File: src/hw/bms_pkg.sv
// Behaviour
// - Mode pins captured at reset release
// - Three mode bits decode eight modes
// - Normal modes protect, special modes allow writes
// - Debug active after reset only special single
// - Port E bits 1,0 inputs with pull-ups
// - Reset sets stretch enable in user modes
// - Mode pins high impedance during reset
// - Normal single chip: all pins GPIO
// - Single chip ignores pipe, strobe, rw bits
// - Normal single chip: mode written once
// - Clearing e_clock_disable gives free E clock
// - Wide modes: 16-bit muxed bus, E clock
// - Wide: Port E GPIO until enables set
// - pipe_status_enable routes pipe status, expanded
// - rw_pin_enable makes bit 2 read/write
// - Wide: low_strobe_enable makes bit 3 strobe
// - Expanded: bit 4 stretched E clock
// - Narrow: 16-bit address, data on A
// - Narrow normal: no internal visibility
// - Narrow normal: assign register written once
// - Narrow normal: bit 3 always GPIO
package bms_pkg;

	// Register byte offsets on the AHB-Lite bus
	localparam logic [7:0] MODE_OFS = 8'h00;
	localparam logic [7:0] PORT_E_ASSIGN_REG_OFS = 8'h04;
	localparam logic [7:0] EBI_OFS  = 8'h08;
	localparam logic [7:0] STAT_OFS = 8'h0c;

	// Field positions in the mode register
	localparam int unsigned MODE_LSB = 5;
	localparam int unsigned INTERNAL_VISIBILITY_BIT = 3;
	// Field positions in port_e_assign_reg
	localparam int unsigned PIPE_BIT  = 5;
	localparam int unsigned E_CLOCK_DISABLE_BIT = 4;
	localparam int unsigned LSTR_BIT  = 3;
	localparam int unsigned RDW_BIT   = 2;
	// Field position in bus_control_reg
	localparam int unsigned STRETCH_ENABLE_BIT = 0;
	// Field positions in the status register
	localparam int unsigned ST_BDM   = 0;
	localparam int unsigned ST_MLOCK = 1;
	localparam int unsigned ST_PLOCK = 2;
	localparam int unsigned ST_EXP   = 3;
	localparam int unsigned ST_WIDE  = 4;
	localparam int unsigned ST_SPEC  = 5;

	// Port E pin positions
	localparam int unsigned PE_NONMASKABLE_INT_IN = 0;
	localparam int unsigned PE_IRQ  = 1;
	localparam int unsigned PE_RW   = 2;
	localparam int unsigned PE_LSTR = 3;
	localparam int unsigned PE_E_CLOCK_OUT = 4;
	localparam int unsigned PE_PLO  = 5;
	localparam int unsigned PE_PHI  = 6;

	// Mode encodings
	localparam logic [2:0] MODE_SSC = 3'h0;
	localparam logic [2:0] MODE_ENR = 3'h1;
	localparam logic [2:0] MODE_STW = 3'h2;
	localparam logic [2:0] MODE_EWD = 3'h3;
	localparam logic [2:0] MODE_NSC = 3'h4;
	localparam logic [2:0] MODE_NNR = 3'h5;
	localparam logic [2:0] MODE_PER = 3'h6;
	localparam logic [2:0] MODE_NWD = 3'h7;

	// Reset values
	localparam logic [2:0] MODE_RST = 3'h0;
	localparam logic [7:0] REG_RST  = 8'h00;

	// Bus-side signals from the core
	typedef struct packed {
		logic [15:0] addr;       // Cycle address
		logic [15:0] wdata;      // Write data
		logic        rw;         // High for read
		logic        low_byte_strobe_n;    // Low-byte strobe, active low
		logic [1:0]  pipe;       // Pipe status hi, lo
		logic        e_clock_out_free;  // Unstretched E clock
		logic        e_clock_out_str;   // Stretched E clock
		logic        addr_phase; // High in address phase
		logic        internal;   // Cycle stays internal
	} bms_core_bus_t;

	// General-purpose port values and directions
	typedef struct packed {
		logic [7:0] a_out;
		logic [7:0] a_dir;
		logic [7:0] b_out;
		logic [7:0] b_dir;
		logic [7:0] e_out;
		logic [7:0] e_dir;
	} bms_gpio_t;

	// Pad drive for ports A, B and E
	typedef struct packed {
		logic [7:0] a_out;
		logic [7:0] a_oe;
		logic [7:0] b_out;
		logic [7:0] b_oe;
		logic [7:0] e_out;
		logic [7:0] e_oe;
		logic [7:0] e_pull;
		logic [7:0] ab_pull;
	} bms_pads_t;

endpackage

File: src/hw/bms_mode_pins.sv
`timescale 1ns/10ps
module bms_mode_pins (
	input  wire logic               ref_clk_i,
	input  wire logic               reset_n_i,
	// AHB-Lite slave
	input  wire logic               hsel_i,
	input  wire logic [31:0]        haddr_i,
	input  wire logic [1:0]         htrans_i,
	input  wire logic               hwrite_i,
	input  wire logic [2:0]         hsize_i,
	input  wire logic [31:0]        hwdata_i,
	input  wire logic               hready_i,
	output logic [31:0]             hrdata_o,
	output logic                    hreadyout_o,
	output logic                    hresp_o,
	// Core side
	input  wire bms_pkg::bms_core_bus_t core_i,
	input  wire bms_pkg::bms_gpio_t gpio_i,
	input  wire logic               bdm_activate_i,
	input  wire logic               bdm_release_i,
	output logic                    bdm_active_o,
	output logic [2:0]              mode_o,
	// Pins
	input  wire logic               mode_select_hi_i,
	input  wire logic [7:0]         port_a_i,
	input  wire logic [7:0]         port_b_i,
	input  wire logic [7:0]         port_e_i,
	output bms_pkg::bms_pads_t      pads_o,
	output logic [23:0]             pin_in_o
);

	// Mode decode helpers; each class test is used once, by the class
	// decode below, and keeping it in one place stops the decodes drifting
	function automatic logic f_single(input logic [2:0] m);
		f_single = (m == bms_pkg::MODE_SSC) || (m == bms_pkg::MODE_NSC);
	endfunction
	function automatic logic f_wide(input logic [2:0] m);
		f_wide = (m == bms_pkg::MODE_STW) || (m == bms_pkg::MODE_EWD) ||
			(m == bms_pkg::MODE_NWD);
	endfunction
	function automatic logic f_narrow(input logic [2:0] m);
		f_narrow = (m == bms_pkg::MODE_ENR) || (m == bms_pkg::MODE_NNR);
	endfunction

	// Register state
	logic [2:0]  mode;        // Current operating mode
	logic        internal_visibility;        // internal_visibility
	logic        pipe_en;     // pipe_status_enable
	logic        e_clock_disable;       // e_clock_disable
	logic        lstr_en;     // low_strobe_enable
	logic        rdw_en;      // rw_pin_enable
	logic        stretch_enable;        // stretch_enable
	logic        mode_lock;   // Mode register consumed its write
	logic        port_e_assign_reg_lock;   // Assign register consumed its write
	logic        bdm_act;     // Background debug active
	logic        rst_q;       // Reset seen released last cycle
	logic        init;        // First cycle after reset release
	// Pin input path
	logic [23:0] sync1;       // Pin synchroniser, first stage
	logic [23:0] sync2;       // Pin synchroniser, second stage
	logic        msel_s1;     // mode_select_hi first stage
	logic        msel_s2;     // mode_select_hi second stage
	logic [2:0]  strap;       // Synchronised mode straps
	// Register bus state
	logic        wr_q;        // Pending write data phase
	logic        rd_q;        // Pending read data phase
	logic [7:0]  addr_q;      // Latched register offset
	logic [7:0]  wbyte;       // Written byte
	// Decoded mode classes
	logic        exp_m;       // Expanded mode
	logic        wide_m;      // Wide mode
	logic        narrow_m;    // Narrow mode
	logic        spec_m;      // Special mode
	logic        nnr_m;       // Normal expanded narrow
	logic        internal_visibility_eff;    // Visibility after mode gating
	logic        e_clock_out_val;    // E clock level on the pin
	bms_pkg::bms_pads_t next_pads; // Pad drive before the flops

	// Two-stage synchronisers for every pin input
	// No reset here: the straps must keep flowing through while reset
	// is held, so the mode seen at release is a settled pin level
	always_ff @(posedge ref_clk_i) begin
		sync1   <= {port_a_i, port_b_i, port_e_i};
		sync2   <= sync1;
		msel_s1 <= mode_select_hi_i;
		msel_s2 <= msel_s1;
	end

	assign pin_in_o = sync2;
	assign strap    = {msel_s2, sync2[bms_pkg::PE_PHI],
		sync2[bms_pkg::PE_PLO]};

	// Detect the rising edge of reset
	// Cleared while reset is low, so the first high edge is always
	// seen, also for a reset that arrives in the middle of a run
	always_ff @(posedge ref_clk_i) begin
		if (!reset_n_i) begin
			rst_q <= 1'b0;
		end else begin
			rst_q <= 1'b1;
		end
	end

	// Straps read at init have been sampled while reset was still low
	// (two stages behind the pins), so a strap that the far side drops
	// at release cannot leak into the captured mode
	assign init = reset_n_i & ~rst_q;

	// Mode class decode
	// Peripheral mode is neither single chip nor expanded; the far side
	// must never strap it, so no bus function is offered there
	assign exp_m    = ~f_single(mode) & (mode != bms_pkg::MODE_PER);
	assign wide_m   = f_wide(mode);
	assign narrow_m = f_narrow(mode);
	assign spec_m   = ~mode[2];
	assign nnr_m    = (mode == bms_pkg::MODE_NNR);
	assign internal_visibility_eff = internal_visibility & exp_m & ~nnr_m;

	// AHB-Lite address phase capture; zero wait states
	// The data phase always follows in the next cycle; the offset is
	// kept so the write lands at the end of that phase
	always_ff @(posedge ref_clk_i) begin
		if (!reset_n_i) begin
			wr_q   <= 1'b0;
			rd_q   <= 1'b0;
			addr_q <= bms_pkg::REG_RST;
		end else if (hready_i) begin
			wr_q   <= hsel_i & htrans_i[1] & hwrite_i;
			rd_q   <= hsel_i & htrans_i[1] & ~hwrite_i;
			addr_q <= haddr_i[7:0];
		end
	end

	// Every transfer completes at once with an OKAY answer; refused
	// writes are simply dropped, so software must read back to check
	assign hreadyout_o = 1'b1;
	assign hresp_o     = 1'b0;
	assign wbyte       = hwdata_i[7:0];

	// Read mux; unmapped offsets and idle phases read zero
	// Combinational from the registers, so a read that directly
	// follows a write already sees the new value
	always_comb begin
		hrdata_o = 32'h0000_0000;
		if (rd_q) begin
			case (addr_q)
				bms_pkg::MODE_OFS: begin
					hrdata_o[bms_pkg::MODE_LSB +: 3] = mode;
					hrdata_o[bms_pkg::INTERNAL_VISIBILITY_BIT]      = internal_visibility;
				end
				bms_pkg::PORT_E_ASSIGN_REG_OFS: begin
					hrdata_o[bms_pkg::PIPE_BIT]  = pipe_en;
					hrdata_o[bms_pkg::E_CLOCK_DISABLE_BIT] = e_clock_disable;
					hrdata_o[bms_pkg::LSTR_BIT]  = lstr_en;
					hrdata_o[bms_pkg::RDW_BIT]   = rdw_en;
				end
				bms_pkg::EBI_OFS: begin
					hrdata_o[bms_pkg::STRETCH_ENABLE_BIT] = stretch_enable;
				end
				bms_pkg::STAT_OFS: begin
					hrdata_o[bms_pkg::ST_BDM]   = bdm_act;
					hrdata_o[bms_pkg::ST_MLOCK] = mode_lock;
					hrdata_o[bms_pkg::ST_PLOCK] = port_e_assign_reg_lock;
					hrdata_o[bms_pkg::ST_EXP]   = exp_m;
					hrdata_o[bms_pkg::ST_WIDE]  = wide_m;
					hrdata_o[bms_pkg::ST_SPEC]  = spec_m;
				end
				default: begin
					hrdata_o = 32'h0000_0000;
				end
			endcase
		end
	end

	// Mode register: straps at reset release, then guarded writes
	// The write-once lock is never cleared by a write; only a new
	// reset gives software another chance to pick the bus mode
	always_ff @(posedge ref_clk_i) begin
		if (!reset_n_i) begin
			mode      <= bms_pkg::MODE_RST;
			internal_visibility      <= 1'b0;
			mode_lock <= 1'b0;
		end else if (init) begin
			mode <= strap;
		end else if (wr_q && addr_q == bms_pkg::MODE_OFS) begin
			if (spec_m) begin
				// Special modes may rewrite freely
				mode <= wbyte[bms_pkg::MODE_LSB +: 3];
				internal_visibility <= wbyte[bms_pkg::INTERNAL_VISIBILITY_BIT];
			end else if (mode == bms_pkg::MODE_NSC && !mode_lock) begin
				// One write may pick an expanded bus and visibility
				mode_lock <= 1'b1;
				internal_visibility      <= wbyte[bms_pkg::INTERNAL_VISIBILITY_BIT];
				if (wbyte[bms_pkg::MODE_LSB +: 3] == bms_pkg::MODE_NNR ||
					wbyte[bms_pkg::MODE_LSB +: 3] == bms_pkg::MODE_NWD) begin
					mode <= wbyte[bms_pkg::MODE_LSB +: 3];
				end
			end else if (mode == bms_pkg::MODE_NWD) begin
				// Mode bits stay fixed; visibility remains adjustable
				internal_visibility <= wbyte[bms_pkg::INTERNAL_VISIBILITY_BIT];
			end
		end
	end

	// Assign register and its write-once guard in normal narrow mode
	// In single chip only e_clock_disable reaches a pin; the other bits read
	// back but drive nothing, as the pin mux below only looks at them in expanded modes
	always_ff @(posedge ref_clk_i) begin
		if (!reset_n_i) begin
			pipe_en   <= 1'b0;
			lstr_en   <= 1'b0;
			rdw_en    <= 1'b0;
			e_clock_disable     <= 1'b1;
			port_e_assign_reg_lock <= 1'b0;
		end else if (init) begin
			// E clock runs out of reset except in normal single chip
			e_clock_disable <= (strap == bms_pkg::MODE_NSC);
		end else if (wr_q && addr_q == bms_pkg::PORT_E_ASSIGN_REG_OFS &&
			!(nnr_m && port_e_assign_reg_lock)) begin
			pipe_en   <= wbyte[bms_pkg::PIPE_BIT];
			e_clock_disable     <= wbyte[bms_pkg::E_CLOCK_DISABLE_BIT];
			lstr_en   <= wbyte[bms_pkg::LSTR_BIT];
			rdw_en    <= wbyte[bms_pkg::RDW_BIT];
			port_e_assign_reg_lock <= nnr_m;
		end
	end

	// Stretch enable comes up set in every user mode
	// so the first fetch after reset also works from slow memory;
	// special modes come up unstretched
	always_ff @(posedge ref_clk_i) begin
		if (!reset_n_i) begin
			stretch_enable <= 1'b1;
		end else if (init) begin
			stretch_enable <= strap[2];
		end else if (wr_q && addr_q == bms_pkg::EBI_OFS) begin
			stretch_enable <= wbyte[bms_pkg::STRETCH_ENABLE_BIT];
		end
	end

	// Background debug activity; activation wins over release
	// Only special single chip starts active; every other mode waits
	// for an activation pulse from the debug side
	always_ff @(posedge ref_clk_i) begin
		if (!reset_n_i) begin
			bdm_act <= 1'b0;
		end else if (init) begin
			bdm_act <= (strap == bms_pkg::MODE_SSC);
		end else if (bdm_activate_i) begin
			bdm_act <= 1'b1;
		end else if (bdm_release_i) begin
			bdm_act <= 1'b0;
		end
	end

	assign bdm_active_o = bdm_act;
	assign mode_o       = mode;

	// E clock: stretched when enabled in expanded modes, and held low
	// on internal cycles that are not made visible
	// Trade-off: the forcing applies only in expanded modes, so a free
	// E clock in single chip never pauses on internal cycles
	always_comb begin
		if (exp_m && stretch_enable) begin
			e_clock_out_val = core_i.e_clock_out_str;
		end else begin
			e_clock_out_val = core_i.e_clock_out_free;
		end
		if (exp_m && core_i.internal && !internal_visibility_eff) begin
			e_clock_out_val = 1'b0;
		end
	end

	// Pin function mux
	// Port values first, then bus functions override them pin by
	// pin; anything not claimed below stays a port pin
	always_comb begin
		next_pads         = '0;
		next_pads.a_out   = gpio_i.a_out;
		next_pads.a_oe    = gpio_i.a_dir;
		next_pads.b_out   = gpio_i.b_out;
		next_pads.b_oe    = gpio_i.b_dir;
		next_pads.ab_pull = 8'h00;
		next_pads.e_out   = gpio_i.e_out;
		next_pads.e_oe    = gpio_i.e_dir;
		// Bits 0 and 1 are inputs only and get pull-ups below
		next_pads.e_oe[bms_pkg::PE_NONMASKABLE_INT_IN] = 1'b0;
		next_pads.e_oe[bms_pkg::PE_IRQ]  = 1'b0;
		if (exp_m) begin
			if (core_i.addr_phase) begin
				next_pads.a_out = core_i.addr[15:8];
				next_pads.b_out = core_i.addr[7:0];
				next_pads.a_oe  = 8'hff;
				next_pads.b_oe  = 8'hff;
			end else if (wide_m) begin
				next_pads.a_out = core_i.wdata[15:8];
				next_pads.b_out = core_i.wdata[7:0];
				next_pads.a_oe  = {8{~core_i.rw}};
				next_pads.b_oe  = {8{~core_i.rw}};
			end else if (narrow_m) begin
				// Narrow: B keeps the address, A carries data
				next_pads.a_out = core_i.wdata[7:0];
				next_pads.b_out = core_i.addr[7:0];
				next_pads.a_oe  = {8{~core_i.rw}};
				next_pads.b_oe  = 8'hff;
			end
			if (rdw_en) begin
				next_pads.e_out[bms_pkg::PE_RW] = core_i.rw;
				next_pads.e_oe[bms_pkg::PE_RW]  = 1'b1;
			end
			if (lstr_en && !nnr_m) begin
				next_pads.e_out[bms_pkg::PE_LSTR] = core_i.low_byte_strobe_n;
				next_pads.e_oe[bms_pkg::PE_LSTR]  = 1'b1;
			end
			if (pipe_en) begin
				next_pads.e_out[bms_pkg::PE_PHI] = core_i.pipe[1];
				next_pads.e_out[bms_pkg::PE_PLO] = core_i.pipe[0];
				next_pads.e_oe[bms_pkg::PE_PHI]  = 1'b1;
				next_pads.e_oe[bms_pkg::PE_PLO]  = 1'b1;
			end
		end
		// Single chip skips the block above, so those enables do nothing
		if (!e_clock_disable) begin
			next_pads.e_out[bms_pkg::PE_E_CLOCK_OUT] = e_clock_out_val;
			next_pads.e_oe[bms_pkg::PE_E_CLOCK_OUT]  = 1'b1;
		end
		// Pull-ups on every Port E pin not driven by us
		next_pads.e_pull = ~next_pads.e_oe;
		next_pads.e_pull[bms_pkg::PE_NONMASKABLE_INT_IN] = 1'b1;
		next_pads.e_pull[bms_pkg::PE_IRQ]  = 1'b1;
	end

	// Registered pads; everything floats while reset is held
	// Registering costs one cycle of latency but keeps the pads free
	// of glitches from the combinational mux
	always_ff @(posedge ref_clk_i) begin
		if (!reset_n_i) begin
			pads_o <= '0;
		end else if (init) begin
			// Mode not yet latched; keep straps undriven one more cycle
			pads_o <= '0;
		end else begin
			pads_o <= next_pads;
		end
	end

endmodule // bms_mode_pins

File: config.mk
export PLATFORM = sky130hd
export DESIGN_NAME = bms_mode_pins
export DESIGN_NICKNAME = d
export VERILOG_FILES = /design/src/hw/bms_pkg.sv /design/src/hw/bms_mode_pins.sv
export SDC_FILE = /design/constraint.sdc
export NUM_CORES = 1
export LEC_CHECK = 0
export BUFFER_PORTS_ARGS = -buffer_cell sky130_fd_sc_hd__buf_4
export CELL_PAD_IN_SITES_DETAIL_PLACEMENT = 1
export CELL_PAD_IN_SITES_GLOBAL_PLACEMENT = 1
export CORE_MARGIN = 10
export CORE_UTILIZATION = 31
export CTS_CLUSTER_DIAMETER = 50
export DETAILED_ROUTE_END_ITERATION = 12
export HOLD_SLACK_MARGIN = 0.08
export PLACE_DENSITY_LB_ADDON = 0.1
export SYNTH_ARGS = -nofsm -noshare
export SYNTH_HDL_FRONTEND = slang
export SYNTH_SLANG_ARGS = --single-unit
File: constraint.sdc
create_clock -name ref_clk_i -period 2.9 [get_ports ref_clk_i]
set_clock_uncertainty 0.1 [all_clocks]
set_input_delay 0.145 -clock ref_clk_i [delete_from_list [all_inputs] [get_ports ref_clk_i]]
set_output_delay 0.145 -clock ref_clk_i [all_outputs]
set_load 0.05 [all_outputs]
==> results.cfg, run 1 <==
[grt]
antenna_found_initial = 1
overflow = 0
grt_pass1_wl_microns = 29900
grt_max_degree = 25
grt_pass1_vias = 5251
track_usage = 0.191

[logic_synthesis]
synth_enable_flop_cells = 0
ys_types = 53
yosysTopAreaCell = dfxtp_1
yosysSeqAreaShare = 0.556
async_reset_ff_frac = 0
synth_area_leaders = dfxtp_1 (56%), buf_4 (6.1%), a21oi_1 (3.9%)
avgSynthCellArea_sq_um = 10.2
ys.flop_type = dfxtp_1
yosys.area_share.simple = 0.131
ys_warn_count = 0
synth.area.mux_share = 0.0367
synthAdderAreaFrac = 0.00221
synth-compound-area-share = 0.173
netlist_area_sq_um = 4540
ys_seq_elements = 126
synthCells = 443
synth_top_area_share = 0.556
synth_xor_area_frac = 0
synth_top_family_by_area = compound AO/OA/AOI/OAI gates

[setup_path]
worstSetupStartpointType = register
regToRegEndpoint = pads_o[61]$_SDFF_PP0_
worst_path_max_delay_cell = dlygate4sd3_1
required_ns = 3.15
r2r_slack_ns = 0.23
max_stage_delay_ns = 0.58
crit_fanout = 13
cp.arrival_ns = 2.92
reg2reg_depth = 7
crit_chain = buf_4, nor2b_4, nor2_2, a21oi_1, dlygate4sd3_1, a21oi_1, dlygate4sd3_1
r2r-start = mode_o[1]$_SDFFE_PN0P_
endpoint_kind = register
worst-setup-path-type = register to register

[routing]
wl_per_cell_microns = 19.5
drc_errors = 0
ant_nets = 0
vias = 4571
drt_iter0_markers = 201
wl_microns = 19500
first_pass_iters = 5
viasPerCell = 4.58

[clock_tree]
cts_buffers = 17
clkLatencyLatePin_ns = 0.41
h-tree-depth = 4
cts_tree = done
clk_pin_slew_ns = 0.06
clk_root_buffer_cell = clkbuf_16
cts_buffer_depth = 2
cts.sinks = 126

[power_and_ir_drop]
p_sw_mw = 1.46
pwr-share-seq = 0.364
powerDensity_nw_per_um2 = 628
p_clk_frac = 0.448
power_leakage_nw = 3.76
power.internal_mw = 3.68
sw_frac_of_total = 0.284
irDropWorstVdd_v = 0.000418
combinationalPowerShare = 0.188

[job]
cap_viol_max_count = 0

[timing]
setup_viol = 0
worst_pin_slew_ns = 1.07
max_freq_ghz = 0.375
whs_ns = 0.111
finalMaxSlewViolations = 0
period_minus_slack_ns = 2.67
setup_tns_ns = 0
hold_viol = 0
min_period_over_period = 0.920
relSlewSlack = 0.285
rsz0062_at_grt = false

[finish]
area_growth_pct = 80.2
drive_gt1_frac = 0.356
seqCellArea_sq_um = 2520
post-route-util = 0.567
fillers = 1578
nets = 988
multi_input_area_sq_um = 1690
fin_cells = 997

[placement]
dp_hpwl_microns = 13300
place_inst = 833
io_buffer_count = 223
place_congestion = 0.808

[hold_path]
hold_depth = 3
min_from = core_i[7]
holdPathEnd = pads_o[50]$_SDFF_PP0_
hp-class = primary input to register

[floorplanning]
design.die.area_sq_um = 19900
core_sq_um = 14400
start_util = 0.315
die_y_microns = 141
rows = 44
die_w_microns = 141
num_io_pins = 315

[run_status]
status = complete, no violations
cell families (layout without fill, tap and decap cells):
group           Yosys count  in the layout
flops                   126            126
compound gates          119            119
simple gates            108            108
buf+inv                  71            406
mux                      16             16
other cells               2             37
fa+ha+maj                 1              1
what timing repair did:
item	in CTS	in global routing
setup buffers	0	0
hold endpoints to repair	98	0
resized for setup	0	2
endpoints found under the setup margin	0	6
hold buffers	131	0
Yosys cell counts, drive strengths merged (2+ instances only):
cell	instances
a21o	2
dfxtp	126
clkbuf	14
nand4	4
a211oi	5
a21oi	35
o311a	5
conb	2
mux2i	14
nor3	8
o21a	16
nand3	11
nand2	18
inv	11
nor2b	7
nand2b	6
a31oi	3
nand4b	2
o21ai	31
a221oi	6
or3	2
or3b	5
buf	46
mux2	2
nor2	30
and2	2
o221ai	2
a211o	4
o211ai	2
and3	10
worst max-delay path: cells and delay by family, from the launching register on:
family / cells / cell delay, ns
buffers and inverters: 3 / 1.35
AO/OA/AOI/OAI: 2 / 0.23
flip-flops: 1 / 0.32
AND/OR/NAND/NOR: 2 / 0.60
per-layer routing:
| layer | up-vias | track usage | share of wire |
|---|---|---|---|
| met5 | - | 0 | 0 |
| met4 | 0 | 0.0516 | 0.018 |
| met3 | 20 | 0.0662 | 0.067 |
| met2 | 179 | 0.346 | 0.52 |
| met1 | 2172 | 0.206 | 0.40 |
| li1 | 2200 | - | - |
power groups by stage:
stage               sequential [mW]  clock (mW)  combinational (mW)
finish                         1.87        2.30               0.967
global route                   1.88        2.42                1.03
global placement               1.90           0               0.795
CTS                            1.87        2.33               0.958
detailed placement             1.90           0               0.803
floorplan                      2.10           0               0.326
flip-flops by register name, indices dropped and copies added (netlist names):
register                cells
pin_in_o                   24
rst_q                       1
msel_s1                     1
mode_o                      3
mode_lock                   1
e_clock_disable             1
rd_q                        1
pads_o                     53
rdw_en                      1
bdm_active_o                1
lstr_en                     1
wr_q                        1
addr_q                      8
port_e_assign_reg_lock      1
pipe_en                     1
sync1                      24
msel_s2                     1
internal_visibility         1
stretch_enable              1
cell usage in the layout, fill, tap and decap left out, types with 6 or more instances in the layout:
cell,count
a21oi_1,35
a221oi_1,6
and3_1,9
buf_4,232
clkbuf_16,17
conb_1,36
dfxtp_1,125
dlygate4sd3_1,131
inv_1,11
mux2i_1,14
nand2_1,17
nand2b_1,6
nand3_1,11
nor2_1,29
nor2b_1,6
nor3_1,8
o21a_1,16
o21ai_0,30
stage by stage:
step                instance area (sq um)  total power, mW  setup slack (ns)
floorplan                            4670             2.43             0.401
global placement                     6230             2.69             0.742
detailed placement                   6230             2.71             0.753
CTS                                  8170             5.16            0.0251
global route                         8180             5.32            0.0360
finish                               8180             5.14             0.233
worst max path at each step:
stage | from | end | depth (start not counted) | slack [ns]
3_5_place_dp | mode_o[0]$_SDFFE_PN0P_ | pads_o[42]$_SDFF_PP0_ | 5 | 0.75
3_3_place_gp | mode_o[1]$_SDFFE_PN0P_ | hrdata_o[3] | 6 | 0.74
6_report | mode_o[1]$_SDFFE_PN0P_ | pads_o[61]$_SDFF_PP0_ | 7 | 0.23
4_1_cts | mode_o[1]$_SDFFE_PN0P_ | pads_o[63]$_SDFF_PP0_ | 7 | 0.03
2_1_floorplan | mode_o[1]$_SDFFE_PN0P_ | hrdata_o[3] | 5 | 0.40
5_1_grt | mode_o[2]$_SDFFE_PN0P_ | pads_o[44]$_SDFF_PP0_ | 5 | 0.04
area by class of cell:
type                       count  share of cell area
multi-input combinational    280               0.207
clock buffer                  17              0.0520
clock inverter                15              0.0255
tap                          184              0.0281
sequential                   126               0.309
antenna                        1            0.000306
inverter                      11             0.00505
timing repair buffer         363               0.373
Power figures use the tool's default switching activity.
==> inputs of run 2 (changes only) <==
CORE_ASPECT_RATIO = 1.1   (was not set)
GPL_TIMING_DRIVEN = 1   (was not set)
==> run 2 against run 1 <==
Net effect:
- utilization fell by 0.26 points
- worst setup slack improved by 0.0051 ns
- clock-buffer cell count did not move
- fmax rose by 0.19%
- sequential power barely moved
- combinational power barely moved
- critical path depth did not move
- non-clock buffer count fell by 1
- die area barely moved
- sequential cell count did not move
- global-route usage rose by 0.70 points
- critical endpoint is now pads_o[59]$_SDFF_PP0_
==> results.cfg, run 2 (synthesis gave the netlist of run 1 again) <==
[grt]
grt_use_met2 = 0.369
gr-usage-met1 = 0.206
met3_usage = 0.0587
grt_pass1_wl_microns = 30400
track_usage = 0.198
grt-busiest-layer = met2
grt_max_degree = 27
antenna_found_initial = 1
grt_pass1_vias = 5162
overflow = 0

[power_and_ir_drop]
p_total_mw = 4.87
irDropWorstVdd_v = 0.000338
power_leakage_nw = 3.73
powerDensity_nw_per_um2 = 599

[finish]
multi_input_area_sq_um = 1690
area_growth_pct = 79.0
final_common_cell = buf_4
nets = 987
seqCellArea_sq_um = 2520
largest-register = pads_o
largest_reg_flops = 53
drive_gt1_frac = 0.353
final_cell_mix = buf_4 (230), dlygate4sd3_1 (131), dfxtp_1 (126), conb_1 (36), a21oi_1 (35)
fin_area_sq_um = 8120
fillers = 1612
post-route-util = 0.564

[floorplanning]
design.die.area_sq_um = 19900
die_w_microns = 135
rows = 46
start_util = 0.315
die_y_microns = 147
core_sq_um = 14400
num_io_pins = 315

[clock_tree]
cts_tree = done
clk_root_buffer_cell = clkbuf_16
cts_buffers = 17
h-tree-depth = 4
postCtsSetupBuffers = 0
clk_pin_slew_ns = 0.06
clkLatencyLatePin_ns = 0.41
cts_buffer_depth = 2
cts.sinks = 126

[setup_path]
endpoint_kind = register
required_ns = 3.14
crit_fanout = 26
worstSetupStartpointType = register
worst-setup-path-type = register to register
cp.arrival_ns = 2.90

[placement]
io_buffer_count = 223
place_congestion = 0.769
place_area_sq_um = 6240
dp_hpwl_microns = 13600

[timing]
finalMaxSlewViolations = 0
max_freq_ghz = 0.376
rsz0062_at_grt = false
relSlewSlack = 0.382
hold_viol = 0
period_minus_slack_ns = 2.66
setup_viol = 0
worst_pin_slew_ns = 0.924
setup_tns_ns = 0
min_period_over_period = 0.918

[routing]
drt_iter0_markers = 167
wl_per_cell_microns = 19.9
ant_nets = 0
wl_microns = 19900
first_pass_iters = 4
viasPerCell = 4.59
drc_errors = 0
vias = 4610

[job]
cap_viol_max_count = 0

[run_status]
status = complete, no violations

[hold_path]
hp-class = primary input to register
==> run 2: cell types whose count changed in the layout (fill, tap and decap cells not counted), sizes merged <==
cell      change
buf           -1
bufinv        -4
clkinv        -3
clkinvlp      +1
inv           +6
==> run 2: worst paths after layout <==
kind	start	slack [ns]	cells after the start	endpoint
worst max-delay path	mode_o[0]$_SDFFE_PN0P_	0.24	7	pads_o[59]$_SDFF_PP0_
worst min-delay path	core_i[7]	0.10	3	pads_o[48]$_SDFF_PP0_
worst min register to register	sync1[7]$_DFF_P_	0.23	0	pin_in_o[7]$_DFF_P_
worst max register to register	mode_o[0]$_SDFFE_PN0P_	0.24	7	pads_o[59]$_SDFF_PP0_
==> run 2: what timing repair did <==
action | in CTS | in global routing
setup endpoints to repair | 0 | 0
endpoints found under the hold margin | 98 | 0
hold buffers | 131 | 0
gates resized for setup | 0 | 0
==> run 2: metal layers <==
metal  up-vias  routed length [microns]  part of all wire
met1      2215                     7390              0.37
li1       2197                        -                 -
met4         0                      368             0.018
met2       176                    10900              0.55
met5         -                        0                 0
met3        22                     1240             0.062
==> run 2: cell type report <==
class,count,area share
diodes,1,0.000308
clock buffers,17,0.0524
clock inverters,15,0.0173
inverters,11,0.00508
multi-input cells,280,0.208
flip-flops and latches,126,0.311
well taps,192,0.0296
repair buffers,362,0.377
==> run 2: where the power goes <==
part	leakage (nW)	switching, mW	internal [mW]
clock network	0.271	0.890	1.14
registers	1.05	0.0503	1.82
logic	2.41	0.569	0.400
==> run 2: critical path, stage by stage (launching register included) <==
cell and delay, ns:
dfxtp_1 0.59, buf_4 0.28, inv_1 0.17, o21ai_2 0.30, buf_12 0.26, nor2_1 0.06
nor3_1 0.19, dlygate4sd3_1 0.62
==> run 2: metrics by stage <==
| stage | hold WS, ns | cells | setup WS [ns] |
|---|---|---|---|
| floorplan | 0.0727 | 477 | 0.401 |
| global placement | 0.149 | 840 | 0.777 |
| detailed placement | 0.150 | 840 | 0.758 |
| CTS | 0.0853 | 1003 | 0.233 |
| global route | 0.117 | 1004 | 0.0755 |
| finish | 0.100 | 1004 | 0.238 |
==> inputs of run 3 (changes only) <==
ABC_AREA = 1   (was not set)
CORE_UTILIZATION = 30   (was 31)
==> run 3 against run 2 <==
Net effect:
- synthesized cell count is 23% higher
- via count grew 6.9%
- die area is 2.9% higher
- highest routed layer unchanged
==> results.cfg, run 3 <==
[run_status]
status = complete, no violations

[floorplanning]
rows = 47
start_util = 0.304
num_io_pins = 315
die_w_microns = 137
core_sq_um = 14900
die_y_microns = 149
design.die.area_sq_um = 20500

[logic_synthesis]
synth-compound-area-share = 0.118
synth_area_leaders = dfxtp_1 (56%), nor2_1 (6.9%), nand2_1 (6.2%)
synth.area.mux_share = 0
ys_seq_elements = 126
async_reset_ff_frac = 0
ys.flop_type = dfxtp_1
synthAdderAreaFrac = 0
synth_enable_flop_cells = 0
synth_top_area_share = 0.556
yosysSeqAreaShare = 0.556
synth_xor_area_frac = 0
ys_types = 29
synth_commonest_cells = dfxtp_1 (126), nor2_1 (83), nand2_1 (75), o21ai_0 (47), inv_1 (41)
netlist_area_sq_um = 4540
ys_warn_count = 0
synth_top_family_by_area = simple AND/OR/NAND/NOR gates
yosysMostFrequentCell = dfxtp_1
yosysTopAreaCell = dfxtp_1
yosys.area_share.simple = 0.204
synthCells = 543
avgSynthCellArea_sq_um = 8.36

[finish]
final_cell_mix = buf_4 (228), dfxtp_1 (126), dlygate4sd3_1 (126), nor2_1 (83), nand2_1 (75)
final_common_cell = buf_4
largest_reg_flops = 53
area_growth_pct = 78.6
fillers = 1791
multi_input_area_sq_um = 1590
drive_gt1_frac = 0.308
largest-register = pads_o
nets = 1085
seqCellArea_sq_um = 2520

[grt]
overflow = 0
track_usage = 0.198
grt_pass1_wl_microns = 31100
grt_pass1_vias = 5626
antenna_found_initial = 1
grt_max_degree = 40

[clock_tree]
clk_pin_slew_ns = 0.06
cts_buffers = 17
cts_buffer_depth = 2
clkLatencyLatePin_ns = 0.41
h-tree-depth = 4
postCtsSetupBuffers = 0
clk_root_buffer_cell = clkbuf_16
cts.sinks = 126
cts_tree = done

[power_and_ir_drop]
p_sw_mw = 1.49
p_clk_frac = 0.417
power_leakage_nw = 3.96
p_total_mw = 4.99
powerDensity_nw_per_um2 = 616
pwr-share-seq = 0.376
combinationalPowerShare = 0.207
sw_frac_of_total = 0.299
power.internal_mw = 3.50
irDropWorstVdd_v = 0.000381

[job]
cap_viol_max_count = 0

[routing]
viasPerCell = 4.46
wl_met1_microns = 7750
drc_errors = 0
wl_met2_microns = 11100
drt_iter0_markers = 248
wl_met3_microns = 1560
wl_microns = 20600
wl_per_cell_microns = 18.7
vias = 4928
ant_nets = 0
first_pass_iters = 4
highest_layer = met4

[placement]
place_congestion = 0.820
dp_hpwl_microns = 14100
io_buffer_count = 223

[setup_path]
worstSetupStartpointType = primary input
cp-startpoint = reset_n_i
required_ns = 3.11
crit_path_frequent_cell = buf_4
cp.arrival_ns = 2.82
endpoint_kind = register
r2r-start = mode_o[1]$_SDFFE_PN0P_
worst-setup-path-type = primary input to register
crit_fanout = 29
worst_path_max_delay_cell = dlygate4sd3_1
crit_chain = dlygate4sd3_1, buf_4, nand2_1, buf_4, clkinvlp_4, buf_4, o211ai_1, dlygate4sd3_1, inv_1
max_stage_delay_ns = 0.58

[timing]
relSlewSlack = 0.564
max_freq_ghz = 0.384
hold_viol = 0
setup_tns_ns = 0
min_period_over_period = 0.898
period_minus_slack_ns = 2.61
finalMaxSlewViolations = 0
rsz0062_at_grt = false
setup_viol = 0
worst_pin_slew_ns = 0.653

[hold_path]
hp-class = primary input to register
min_from = core_i[7]
## run 3: changes by cell type after synthesis, moves of 6 or more
cell / previous run / this run
nor2_1: 30 / 83
nand2_1: 17 / 75
nor2b_1: 6 / 0
o211ai_1: 2 / 10
mux2i_1: 14 / 0
a221oi_1: 6 / 0
and3_1: 9 / 0
o21ai_0: 30 / 47
inv_1: 11 / 41
inv_2: 0 / 7
nand2b_1: 6 / 0
o21a_1: 16 / 0
nand3_1: 11 / 37
## run 3: metrics by stage
stage | hold WS (ns) | worst slack, ns | instance area (sq um) | util | cells
after CTS | 0.174 | 0.170 | 8100 | 0.542 | 1105
after global routing | 0.196 | 0.126 | 8110 | 0.543 | 1106
final | 0.179 | 0.295 | 8110 | 0.543 | 1106
after detailed placement | 0.151 | 0.782 | 6250 | 0.419 | 947
after floorplan | 0.0727 | 0.528 | 4670 | - | 577
after global placement | 0.149 | 0.830 | 6250 | 0.419 | 947
## run 3: cells by family (layout without fill, tap and decap cells)
family / count (synthesis) / after routing
compound gates: 97 / 97
buf+inv: 102 / 434
flops: 126 / 126
other cells: 2 / 37
simple gates: 216 / 216
## run 3: power by group through the flow
| stage | Sequential [mW] | Combinational, mW | Clock (mW) |
|---|---|---|---|
| floorplan | 2.13 | 0.355 | 0 |
| global placement | 1.91 | 0.848 | 0 |
| detailed placement | 1.91 | 0.862 | 0 |
| CTS | 1.87 | 1.02 | 2.12 |
| global route | 1.89 | 1.10 | 2.21 |
| finish | 1.88 | 1.03 | 2.08 |
## run 3: cell type report
| cell class | count | area share |
|---|---|---|
| repair buffers | 354 | 0.367 |
| flip-flops and latches | 126 | 0.311 |
| multi-input cells | 349 | 0.197 |
| clock buffers | 21 | 0.0593 |
| well taps | 196 | 0.0302 |
| inverters | 48 | 0.0227 |
| clock inverters | 11 | 0.0131 |
| diodes | 1 | 0.000309 |
## run 3: repair_timing
item / CTS / global route
endpoints found under the setup margin: 0 / 3
hold endpoints to repair: 100 / 0
hold buffers: 126 / 0
gates resized for setup: 0 / 1
## run 3: worst max-delay path, delay by kind of cell
family | cells | cell delay [ns]
AND/OR/NAND/NOR | 1 | 0.09
AO/OA/AOI/OAI | 1 | 0.10
buffers and inverters | 7 | 2.45
## run 3: metal layers
metal,global-route usage,vias up
met4,0.0575,0
met3,0.0647,22
met1,0.210,2325
met2,0.363,190
met5,0,-
li1,-,2391
## run 3: final timing paths
| kind | slack, ns | depth (start not counted) | endpoint |
|---|---|---|---|
| max | 0.29 | 9 | pads_o[43]$_SDFF_PP0_ |
| min | 0.18 | 4 | pads_o[50]$_SDFF_PP0_ |
| max reg2reg | 0.31 | 7 | pads_o[56]$_SDFF_PP0_ |
| min reg2reg | 0.23 | 0 | pin_in_o[5]$_DFF_P_ |
